<file path="config.mk">
export PLATFORM = sky130hd
export DESIGN_NAME = fsr_status
export DESIGN_NICKNAME = d
export VERILOG_FILES = /design/src/fsr_sync3.v /design/src/fsr_status.v
export VERILOG_INCLUDE_DIRS = /design/src
export SDC_FILE = /design/constraint.sdc
export NUM_CORES = 1
export LEC_CHECK = 0
export ABC_AREA = 1
export BUFFER_PORTS_ARGS = -buffer_cell sky130_fd_sc_hd__buf_2
export CAP_MARGIN = 15
export CORE_MARGIN = 8
export CORE_UTILIZATION = 43
export DETAILED_ROUTE_END_ITERATION = 7
export PLACE_DENSITY = 0.78
export SYNTH_ARGS = -nofsm -noshare
export SYNTH_HDL_FRONTEND = slang
export SYNTH_SLANG_ARGS = --single-unit
</file>
<file path="constraint.sdc">
create_clock -name mclk -period 4.4 [get_ports mclk]
set_clock_uncertainty 0.1 [all_clocks]
set_input_delay 0.44 -clock mclk [delete_from_list [all_inputs] [get_ports mclk]]
set_output_delay 0.44 -clock mclk [all_outputs]
set_load 0.05 [all_outputs]
</file>
<file path="src/fsr_defs.vh">
`ifndef FSR_DEFS_VH
`define FSR_DEFS_VH
// Operation
// - Status is captured on chip or output enable fall and held until release.
// - Status is returned only by single-word reads, never by bursts.
// - Reads in a bank with a running operation return status, unless read-array.
// - Idle, suspend and bank-write bits follow the device state by themselves.
// - Error bits stay set until clear-status command or hardware reset.
// - Idle bit is 0 while controller active, 1 when inactive.
// - After suspend, idle bit stays 0 until the controller has paused.
// - Erase-suspended bit is 1 while erase waits for resume, else 0.
// - Erase-suspended sets within suspend latency; finishing erase may win.
// - Resume command returns the erase-suspended bit to 0.
// - Each error bit reads 1 for failure and 0 for success.
// - Program-suspended bit is 1 while program suspended, else 0.
// - Normal mode busy: bank-write 1 for other bank, 0 for addressed bank.
// - Factory mode busy: bank-write 0 ready for buffer, 1 not ready.
// - Blank check sets erase-check error if any word differs from all ones.
// - Programming voltage is sampled only at the start of program or erase.
`define FSR_BIT_IDLE 7
`define FSR_BIT_ESUSP 6
`define FSR_BIT_ECHK 5
`define FSR_BIT_PERR 4
`define FSR_BIT_VERR 3
`define FSR_BIT_PSUSP 2
`define FSR_BIT_PROT 1
`define FSR_BIT_BANK 0
`define FSR_ERASED_WORD 16'hFFFF
`define FSR_RESET_ERR 4'h0
`define FSR_SUSP_LAT_NS 20000
`define FSR_CLK_NS 100
`define FSR_SUSP_CYC ((`FSR_SUSP_LAT_NS) / (`FSR_CLK_NS))
`define FSR_NUM_BANKS 16
`endif

</file>
<file path="src/fsr_sync3.v">
`timescale 1ns/1ps
// Three-stage synchroniser for a group of pins; a change counts once the
// second and third stages agree.
module fsr_sync3 #(
  parameter W = 2
) (
  input wire mclk,
  input wire rst,
  input wire [W-1:0] din,
  output reg [W-1:0] dout
);
  reg [W-1:0] s1_r;
  reg [W-1:0] s2_r;
  reg [W-1:0] s3_r;
  integer i;

  // Shift the pins through three flops and update only on agreement.
  always @(posedge mclk) begin
    if (rst) begin
      s1_r <= {W{1'b1}};
      s2_r <= {W{1'b1}};
      s3_r <= {W{1'b1}};
      dout <= {W{1'b1}};
    end else begin
      s1_r <= din;
      s2_r <= s1_r;
      s3_r <= s2_r;
      for (i = 0; i < W; i = i + 1) begin
        if (s2_r[i] == s3_r[i]) begin
          dout[i] <= s3_r[i];
        end
      end
    end
  end
endmodule // fsr_sync3

</file>
<file path="src/fsr_status.v">
`timescale 1ns/1ps
`include "fsr_defs.vh"
// Status register of the program/erase controller, with its read path.
module fsr_status (
  input wire mclk,
  input wire rst,
  input wire chip_en_n,
  input wire out_en_n,
  input wire [3:0] rd_bank,
  input wire burst_rd,
  input wire read_array_mode,
  input wire op_start,
  input wire op_is_erase,
  input wire [3:0] op_bank,
  input wire op_done,
  input wire op_prog_fail,
  input wire op_erase_fail,
  input wire op_block_locked,
  input wire vpp_ok,
  input wire blank_check_done,
  input wire [15:0] blank_check_word,
  input wire blank_check_word_vld,
  input wire suspend_cmd,
  input wire resume_cmd,
  input wire clear_status_cmd,
  input wire buffered_factory_programming_mode,
  input wire factory_buffer_ready,
  output reg [15:0] rd_data_r,
  output reg rd_is_status_r,
  output reg ctrl_paused_r,
  output reg op_abort_r
);
  localparam ST_IDLE = 2'b00;
  localparam ST_BUSY = 2'b01;
  localparam ST_SUSP_WAIT = 2'b10;
  localparam ST_SUSP = 2'b11;
  localparam [15:0] SUSP_CYC = `FSR_SUSP_CYC;

  wire [1:0] en_s;
  reg [1:0] en_d_r;
  reg [1:0] state_r;
  reg op_erase_r;
  reg [3:0] op_bank_r;
  reg [15:0] susp_cnt_r;
  reg esusp_r;
  reg psusp_r;
  reg echk_r;
  reg perr_r;
  reg verr_r;
  reg prot_r;
  reg blank_err_r;
  reg [7:0] status_nxt;
  wire en_fall;

  // The enables come from pins and are filtered before use.
  fsr_sync3 #(
    .W(2)
  ) u_sync (
    .mclk(mclk),
    .rst(rst),
    .din({chip_en_n, out_en_n}),
    .dout(en_s)
  );

  // Returns high when the bank-write bit must show another bank busy, or in factory mode the buffer not ready.
  function bank_bit;
    input busy;
    input factory;
    input buf_rdy;
    input [3:0] cur;
    input [3:0] rd;
    begin
      if (!busy) begin
        bank_bit = 1'b0;
      end else if (factory) begin
        bank_bit = !buf_rdy;
      end else begin
        bank_bit = (cur != rd);
      end
    end
  endfunction

  // Controller state: busy, pausing after suspend, and suspended.
  always @(posedge mclk) begin
    if (rst) begin
      state_r <= ST_IDLE;
      op_erase_r <= 1'b0;
      op_bank_r <= 4'h0;
      susp_cnt_r <= 16'h0000;
      esusp_r <= 1'b0;
      psusp_r <= 1'b0;
      ctrl_paused_r <= 1'b0;
      op_abort_r <= 1'b0;
    end else begin
      op_abort_r <= 1'b0;
      case (state_r)
        ST_IDLE: begin
          if (op_start) begin
            op_bank_r <= op_bank;
            op_erase_r <= op_is_erase;
            if (!vpp_ok || op_block_locked) begin
              op_abort_r <= 1'b1;
            end else begin
              state_r <= ST_BUSY;
            end
          end
        end
        ST_BUSY: begin
          if (op_done) begin
            state_r <= ST_IDLE;
          end else if (suspend_cmd) begin
            state_r <= ST_SUSP_WAIT;
            susp_cnt_r <= 16'h0000;
          end
        end
        ST_SUSP_WAIT: begin
          if (op_done) begin
            state_r <= ST_IDLE;
          end else if (susp_cnt_r >= SUSP_CYC - 16'h0001) begin
            state_r <= ST_SUSP;
            ctrl_paused_r <= 1'b1;
            esusp_r <= op_erase_r;
            psusp_r <= !op_erase_r;
          end else begin
            susp_cnt_r <= susp_cnt_r + 16'h0001;
          end
        end
        ST_SUSP: begin
          if (resume_cmd) begin
            state_r <= ST_BUSY;
            ctrl_paused_r <= 1'b0;
            esusp_r <= 1'b0;
            psusp_r <= 1'b0;
          end
        end
        default: begin
          state_r <= ST_IDLE;
        end
      endcase
    end
  end

  // Blank check tracks any word that is not erased.
  always @(posedge mclk) begin
    if (rst) begin
      blank_err_r <= 1'b0;
    end else if (blank_check_done) begin
      blank_err_r <= 1'b0;
    end else if (blank_check_word_vld &&
                 blank_check_word != `FSR_ERASED_WORD) begin
      blank_err_r <= 1'b1;
    end
  end

  // Sticky error bits: a new failure wins over a clear in the same cycle.
  always @(posedge mclk) begin
    if (rst) begin
      {echk_r, perr_r, verr_r, prot_r} <= `FSR_RESET_ERR;
    end else begin
      if (clear_status_cmd) begin
        {echk_r, perr_r, verr_r, prot_r} <= `FSR_RESET_ERR;
      end
      if ((op_done && state_r != ST_IDLE && op_erase_r && op_erase_fail) ||
          (blank_check_done && (blank_err_r || (blank_check_word_vld &&
          blank_check_word != `FSR_ERASED_WORD)))) begin
        echk_r <= 1'b1;
      end
      if (op_done && state_r != ST_IDLE && !op_erase_r && op_prog_fail) begin
        perr_r <= 1'b1;
      end
      if (state_r == ST_IDLE && op_start && !vpp_ok) begin
        verr_r <= 1'b1;
      end
      if (state_r == ST_IDLE && op_start && op_block_locked) begin
        prot_r <= 1'b1;
      end
    end
  end

  // Assemble the live status byte with the idle bit on top.
  always @* begin
    status_nxt = 8'h00;
    status_nxt[`FSR_BIT_IDLE] = (state_r == ST_IDLE) ||
                                (state_r == ST_SUSP);
    status_nxt[`FSR_BIT_ESUSP] = esusp_r;
    status_nxt[`FSR_BIT_ECHK] = echk_r;
    status_nxt[`FSR_BIT_PERR] = perr_r;
    status_nxt[`FSR_BIT_VERR] = verr_r;
    status_nxt[`FSR_BIT_PSUSP] = psusp_r;
    status_nxt[`FSR_BIT_PROT] = prot_r;
    status_nxt[`FSR_BIT_BANK] = bank_bit(
      (state_r == ST_BUSY) || (state_r == ST_SUSP_WAIT),
      buffered_factory_programming_mode, factory_buffer_ready,
      op_bank_r, rd_bank);
  end

  // A fall of either filtered enable marks the start of a read.
  assign en_fall = (en_d_r[1] && !en_s[1]) || (en_d_r[0] && !en_s[0]);

  // Latch status on an enable fall and hold it until both enables rise.
  // Every bank answers single reads with status while neither read-array nor a burst is in force, so a
  // read from a quiet bank can show the bank-write bit report another bank.
  always @(posedge mclk) begin
    if (rst) begin
      en_d_r <= 2'b11;
      rd_data_r <= 16'h0000;
      rd_is_status_r <= 1'b0;
    end else begin
      en_d_r <= en_s;
      if (en_fall) begin
        if (!burst_rd && !read_array_mode) begin
          rd_data_r <= {8'h00, status_nxt};
          rd_is_status_r <= 1'b1;
        end else begin
          rd_is_status_r <= 1'b0;
        end
      end else if (en_s == 2'b11) begin
        rd_is_status_r <= 1'b0;
      end
    end
  end
endmodule // fsr_status

</file>
* After elaboration in Yosys (flattened, before gate mapping)
Index checks and enable logic that the tools add are counted. W data, S select, Z words.
Operators by class: $add $sub $neg 1, magnitude comparators 1, equal/unequal tests 18, mux-type cells 34, bitwise logic cells 2, reduce and logical (&&, ||, !) cells 42
Operators by type and width (count):
- $mux W16 | 4
- $pmux W16 S2 | 1
- $mux W1 | 18
- $add A16 B1 Y16 const B | 1
- $ge A16 B8 Y1 const B | 1
- $ne A16 B16 Y1 const B | 1
- $ne A2 B2 Y1 const B | 8
- $reduce_bool A2 Y1 | 8
- $mux W2 | 7
- $logic_and A1 B1 Y1 | 13
- $reduce_and A5 Y1 | 2
- $pmux W2 S4 | 1
- $logic_not A1 Y1 | 7
- $eq A2 B2 Y1 const B | 3
- $logic_or A1 B1 Y1 | 6
- $ne A3 B3 Y1 const B | 2
- $pmux W1 S2 | 3
- $ne A4 B4 Y1 | 1
- $reduce_and A2 Y1 | 2
- $reduce_and A4 Y1 | 1
- $reduce_or A3 Y1 | 1
- $eq A1 B1 Y1 | 2
- $eq A2 B1 Y1 const B | 1
- $logic_not A2 Y1 | 1
- 2 further kinds | 3
Storage, ports and cells: flip-flop bits (word level) 51, input port bits 44, output and inout bits 19, word-level logic and storage cells 119

* Depth between registers and ports, before layout
depth after elaboration 6, gate-level depth with buffers 11, gate-level depth less buffers 11

* Hierarchy
From an unflattened synthesis, not the netlist that was laid out.
Second synthesis, totals: cells, all modules 311, area total of the unflattened synthesis 2248.4 um^2
Modules (own cells, without submodules):
- fsr_status | times used 1, cells each 281, area an instance 1995.7 um^2, sequential area each 860.8 um^2
- fsr_sync3 | times used 1, cells each 30, area an instance 252.7 um^2, sequential area each 160.2 um^2

* Worst setup path before layout
Ideal clock, no wire load.
kind register to register, start point reg state_r[0], end point reg susp_cnt_r[4], setup time 132 ps, arrival time 1243 ps, required time 4168 ps, slack 2925 ps, stages on the path, launching flop included 9, path buffers 1, clock period less this slack 1475 ps, cell sequence dfxtp_1 -> inv_1 -> ha_1 -> o21ai_1 -> a21oi_2 -> nand2_4 -> buf_6 -> nand2_2 -> a21oi_2
On the way: longest elaborated chain between the ends 3, elaborated cells between the ends (all ways) 9, classes of those cells eq/ne: 6; mux: 1; reduce/logical: 2
RTL lines:
- start, declared | line fsr_status.v:41 | reg [1:0] state_r;
- start signal, assigned | line fsr_status.v:86 | state_r <= ST_IDLE;
- start signal, assigned | line fsr_status.v:104 | state_r <= ST_BUSY;
- start signal, assigned | line fsr_status.v:110 | state_r <= ST_IDLE;
- $eq A2 B2 Y1 / $eq A2 B1 Y1 (equally long branches) | line fsr_status.v:96 | case (state_r)
- $ne A2 B2 Y1 (no source line) / $reduce_bool A2 Y1 (equally long branches)
- $reduce_and A5 Y1 (no source line)
- end signal, assigned | line fsr_status.v:125 | susp_cnt_r <= susp_cnt_r + 16'h0001;
- end, declared | line fsr_status.v:44 | reg [15:0] susp_cnt_r;
Several ways; a longest one is shown, not always the timed one. A chain may end at the register's enable or synchronous reset.

* Final worst setup path
start point reg state_r[0], end point reg susp_cnt_r[3]
The elaborated chain is that of the path after synthesis.

==> results.json <==
{
  "synth-edff-count": 0,
  "drive_above_1_share_pct": 22.47,
  "placement.io_buffers": 54,
  "fillers": 487,
  "finalSetupViolations": 0,
  "worst_skew_pair.late_latency_ns": 0.30,
  "cts_buffer_depth": 2,
  "routed_via_density": 4.535,
  "synth-adder-area-share_pct": 2.820,
  "cts_resized": 0,
  "syn_to_final_growth_pct": 18.61,
  "rrSetupSlack_ns": 2.65,
  "rows": 26,
  "routed_wl_mm": 4.629,
  "rsz0062_at_grt": "no",
  "leakagePower_nw": 1.193,
  "synth.top_cells.by_count": "62 x nor2_1, 60 x nand2_1, 51 x dfxtp_1, 22 x inv_1, 20 x a21oi_1",
  "io-pin-count": 63,
  "fin_crit_sh_pct": 39.89,
  "synth_most_common_cell": "nor2_1",
  "synthArstFlopShare_pct": 0,
  "grt_pass1_vias": 1800,
  "cp_max_fo": 15,
  "firstDrtPassIters": 6,
  "synth_top_family_by_area": "simple AND/OR/NAND/NOR gates",
  "grt_overflow_total": 0,
  "grt_use_total_pct": 12.32,
  "placed_area_sq_um": 2516,
  "die_w_microns": 87.83,
  "ant_nets": 0,
  "yosysWarnings": 0,
  "multi_input_area_sq_um": 1044,
  "cts_max_level": 2,
  "grt_pass1_wl_mm": 7.486,
  "min_from": "blank_check_done",
  "insertedDiodeCount": 0,
  "path_clk_slew_ns": 0.09,
  "cts-root-buf": "clkbuf_8",
  "synth_xor_area_share_pct": 2.369,
  "worstPathRequired_ns": 4.53,
  "via_count": 1932,
  "drv_cap": 0,
  "design_area_sq_um": 2631,
  "muxShareOfSynthArea_pct": 0,
  "place_congestion": 0.7264,
  "synth-compound-area-share_pct": 11.73,
  "cts_tree": "built",
  "status": "completed",
  "grt_max_degree": 33,
  "die_h_microns": 87.83,
  "hold_buffers": 0,
  "wl_per_cell_microns": 10.87,
  "hold_violations": 0,
  "drc": 0,
  "seq_area_sq_um": 1021,
  "r2r-start": "state_r[0]",
  "reg2reg_depth": 8,
  "die_area_sq_um": 7713,
  "syn-instance-count": 300,
  "coreArea_sq_um": 5042,
  "layout.nets": 404,
  "post-route-min-period_ns": 1.755,
  "synthFlopType": "dfxtp_1",
  "antenna_found_initial": 0,
  "critical_path_class": "reg -> reg",
  "worst_slew_pin_slew_ns": 0.5268,
  "whs_path_depth": 2,
  "synth_top_area_share_pct": 46.02,
  "syn-cell-area_sq_um": 2218,
  "synth_area_per_cell_sq_um": 7.395,
  "peakVddDrop_v": 0.0001981,
  "cts_setup_buffers": 0,
  "cts_buffers": 5,
  "cp.arrival_ns": 1.88,
  "regToRegEndpoint": "susp_cnt_r[3]",
  "start_util_pct": 44.00,
  "slew_viol_final": 0,
  "max_freq_mhz": 569.8,
  "clock_sinks": 51,
  "synth_area_leader_cell": "dfxtp_1",
  "start_kind": "flip-flop",
  "synthTopCellsByArea": "dfxtp_1 46%, nor2_1 10%, nand2_1 10%, a21oi_1 4.5%, o21ai_0 4.1%",
  "ys_ff_latch": 51,
  "post-dp-hpwl_mm": 3.632,
  "end_kind": "flip-flop",
  "synth.distinct_cells": 30,
  "ys_seq_area_share_pct": 46.02,
  "drt-initial-drc-count": 118,
  "powerDensity_nw_per_um2": 446.6,
  "total_power_w": 0.001175,
  "yosys.area_share.simple_pct": 28.76,
  "fin_setup_tns_ns": 0,
  "hold_path_end": "blank_err_r",
  "hold_path.class": "in -> reg",
  "max_slew_margin_pct": 64.88
}
[power breakdown]
part | internal, W | switching (W) | leakage, nW
sequential | 0.000503 | 0.0000287 | 0.415
combinational | 0.000109 | 0.000210 | 0.723
clock | 0.000171 | 0.000152 | 0.0548
total | 0.000784 | 0.000391 | 1.19
[cell type report]
class / count / area share, %
Sequential cell: 51 / 38.80
Inverter: 25 / 3.566
Multi-Input combinational cell: 218 / 39.66
Tap cell: 70 / 3.329
Timing Repair Buffer: 54 / 10.27
Clock buffer: 5 / 2.615
Clock inverter: 3 / 1.759
[cells by family after synthesis]
family	after synthesis
xor gates and xnor gates	6
other	1
DFF	51
and+or+nand+nor	152
AOI/OAI and AO/OA	47
buffers and inverters	38
adders and majority gates	5
[through the flow]
| step | hold WS [ns] | instances | setup slack (ns) | util, % |
|---|---|---|---|---|
| 2_1_floorplan | 0.2895 | 307 | 2.925 | - |
| 3_3_place_gp | 0.2954 | 418 | 2.604 | 49.90 |
| 3_5_place_dp | 0.3057 | 418 | 2.564 | 49.90 |
| 4_1_cts | 0.2060 | 426 | 2.653 | 52.18 |
| 5_1_grt | 0.2176 | 426 | 2.488 | 52.18 |
| 6_report | 0.2158 | 426 | 2.645 | 52.18 |
[sequential cells by signal, summed over array words and instances (netlist names), 2 cells and up]
register and flops:
u_sync.dout 2, en_d_r 2, susp_cnt_r 16, u_sync.s3_r 2, rd_data_r 8, state_r 2, u_sync.s1_r 2, bank_bit.cur 4
u_sync.s2_r 2
[layer usage]
metal / global-route usage (%) / vias up / part of all wire [%]
met5: 0 / - / 0
met4: 5.781 / 0 / 1.9
met3: 4.034 / 8 / 6.7
met2: 21.27 / 36 / 50
met1: 13.25 / 843 / 42
li1: - / 1045 / -
[worst max path at each step]
stage	slack (ns)	end	cells after the start	startpoint
detailed placement	2.56	susp_cnt_r[7]	6	rst
finish	2.65	susp_cnt_r[3]	8	state_r[0]
global route	2.49	susp_cnt_r[3]	8	state_r[0]
CTS	2.65	susp_cnt_r[3]	8	state_r[0]
floorplan	2.93	susp_cnt_r[4]	8	state_r[0]
global placement	2.60	susp_cnt_r[5]	6	rst
[cell usage in the layout, fill, tap and decap left out, drive strengths merged, types with 8 or more instances in the layout]
master	instances
nand3	11
nor2	62
or2	8
buf	54
inv	25
conb	8
dfxtp	51
o21ai	19
a21oi	23
nand2	65
[worst max-delay path: stages (launching register included)]
cell and delay, ns:
dfxtp_1 0.34, inv_1 0.11, ha_1 0.26, o21ai_1 0.13, a21oi_2 0.22, nand2_4 0.16
inv_2 0.14, nand2_1 0.07, a21oi_1 0.14
(Power assumes the default switching activity.)
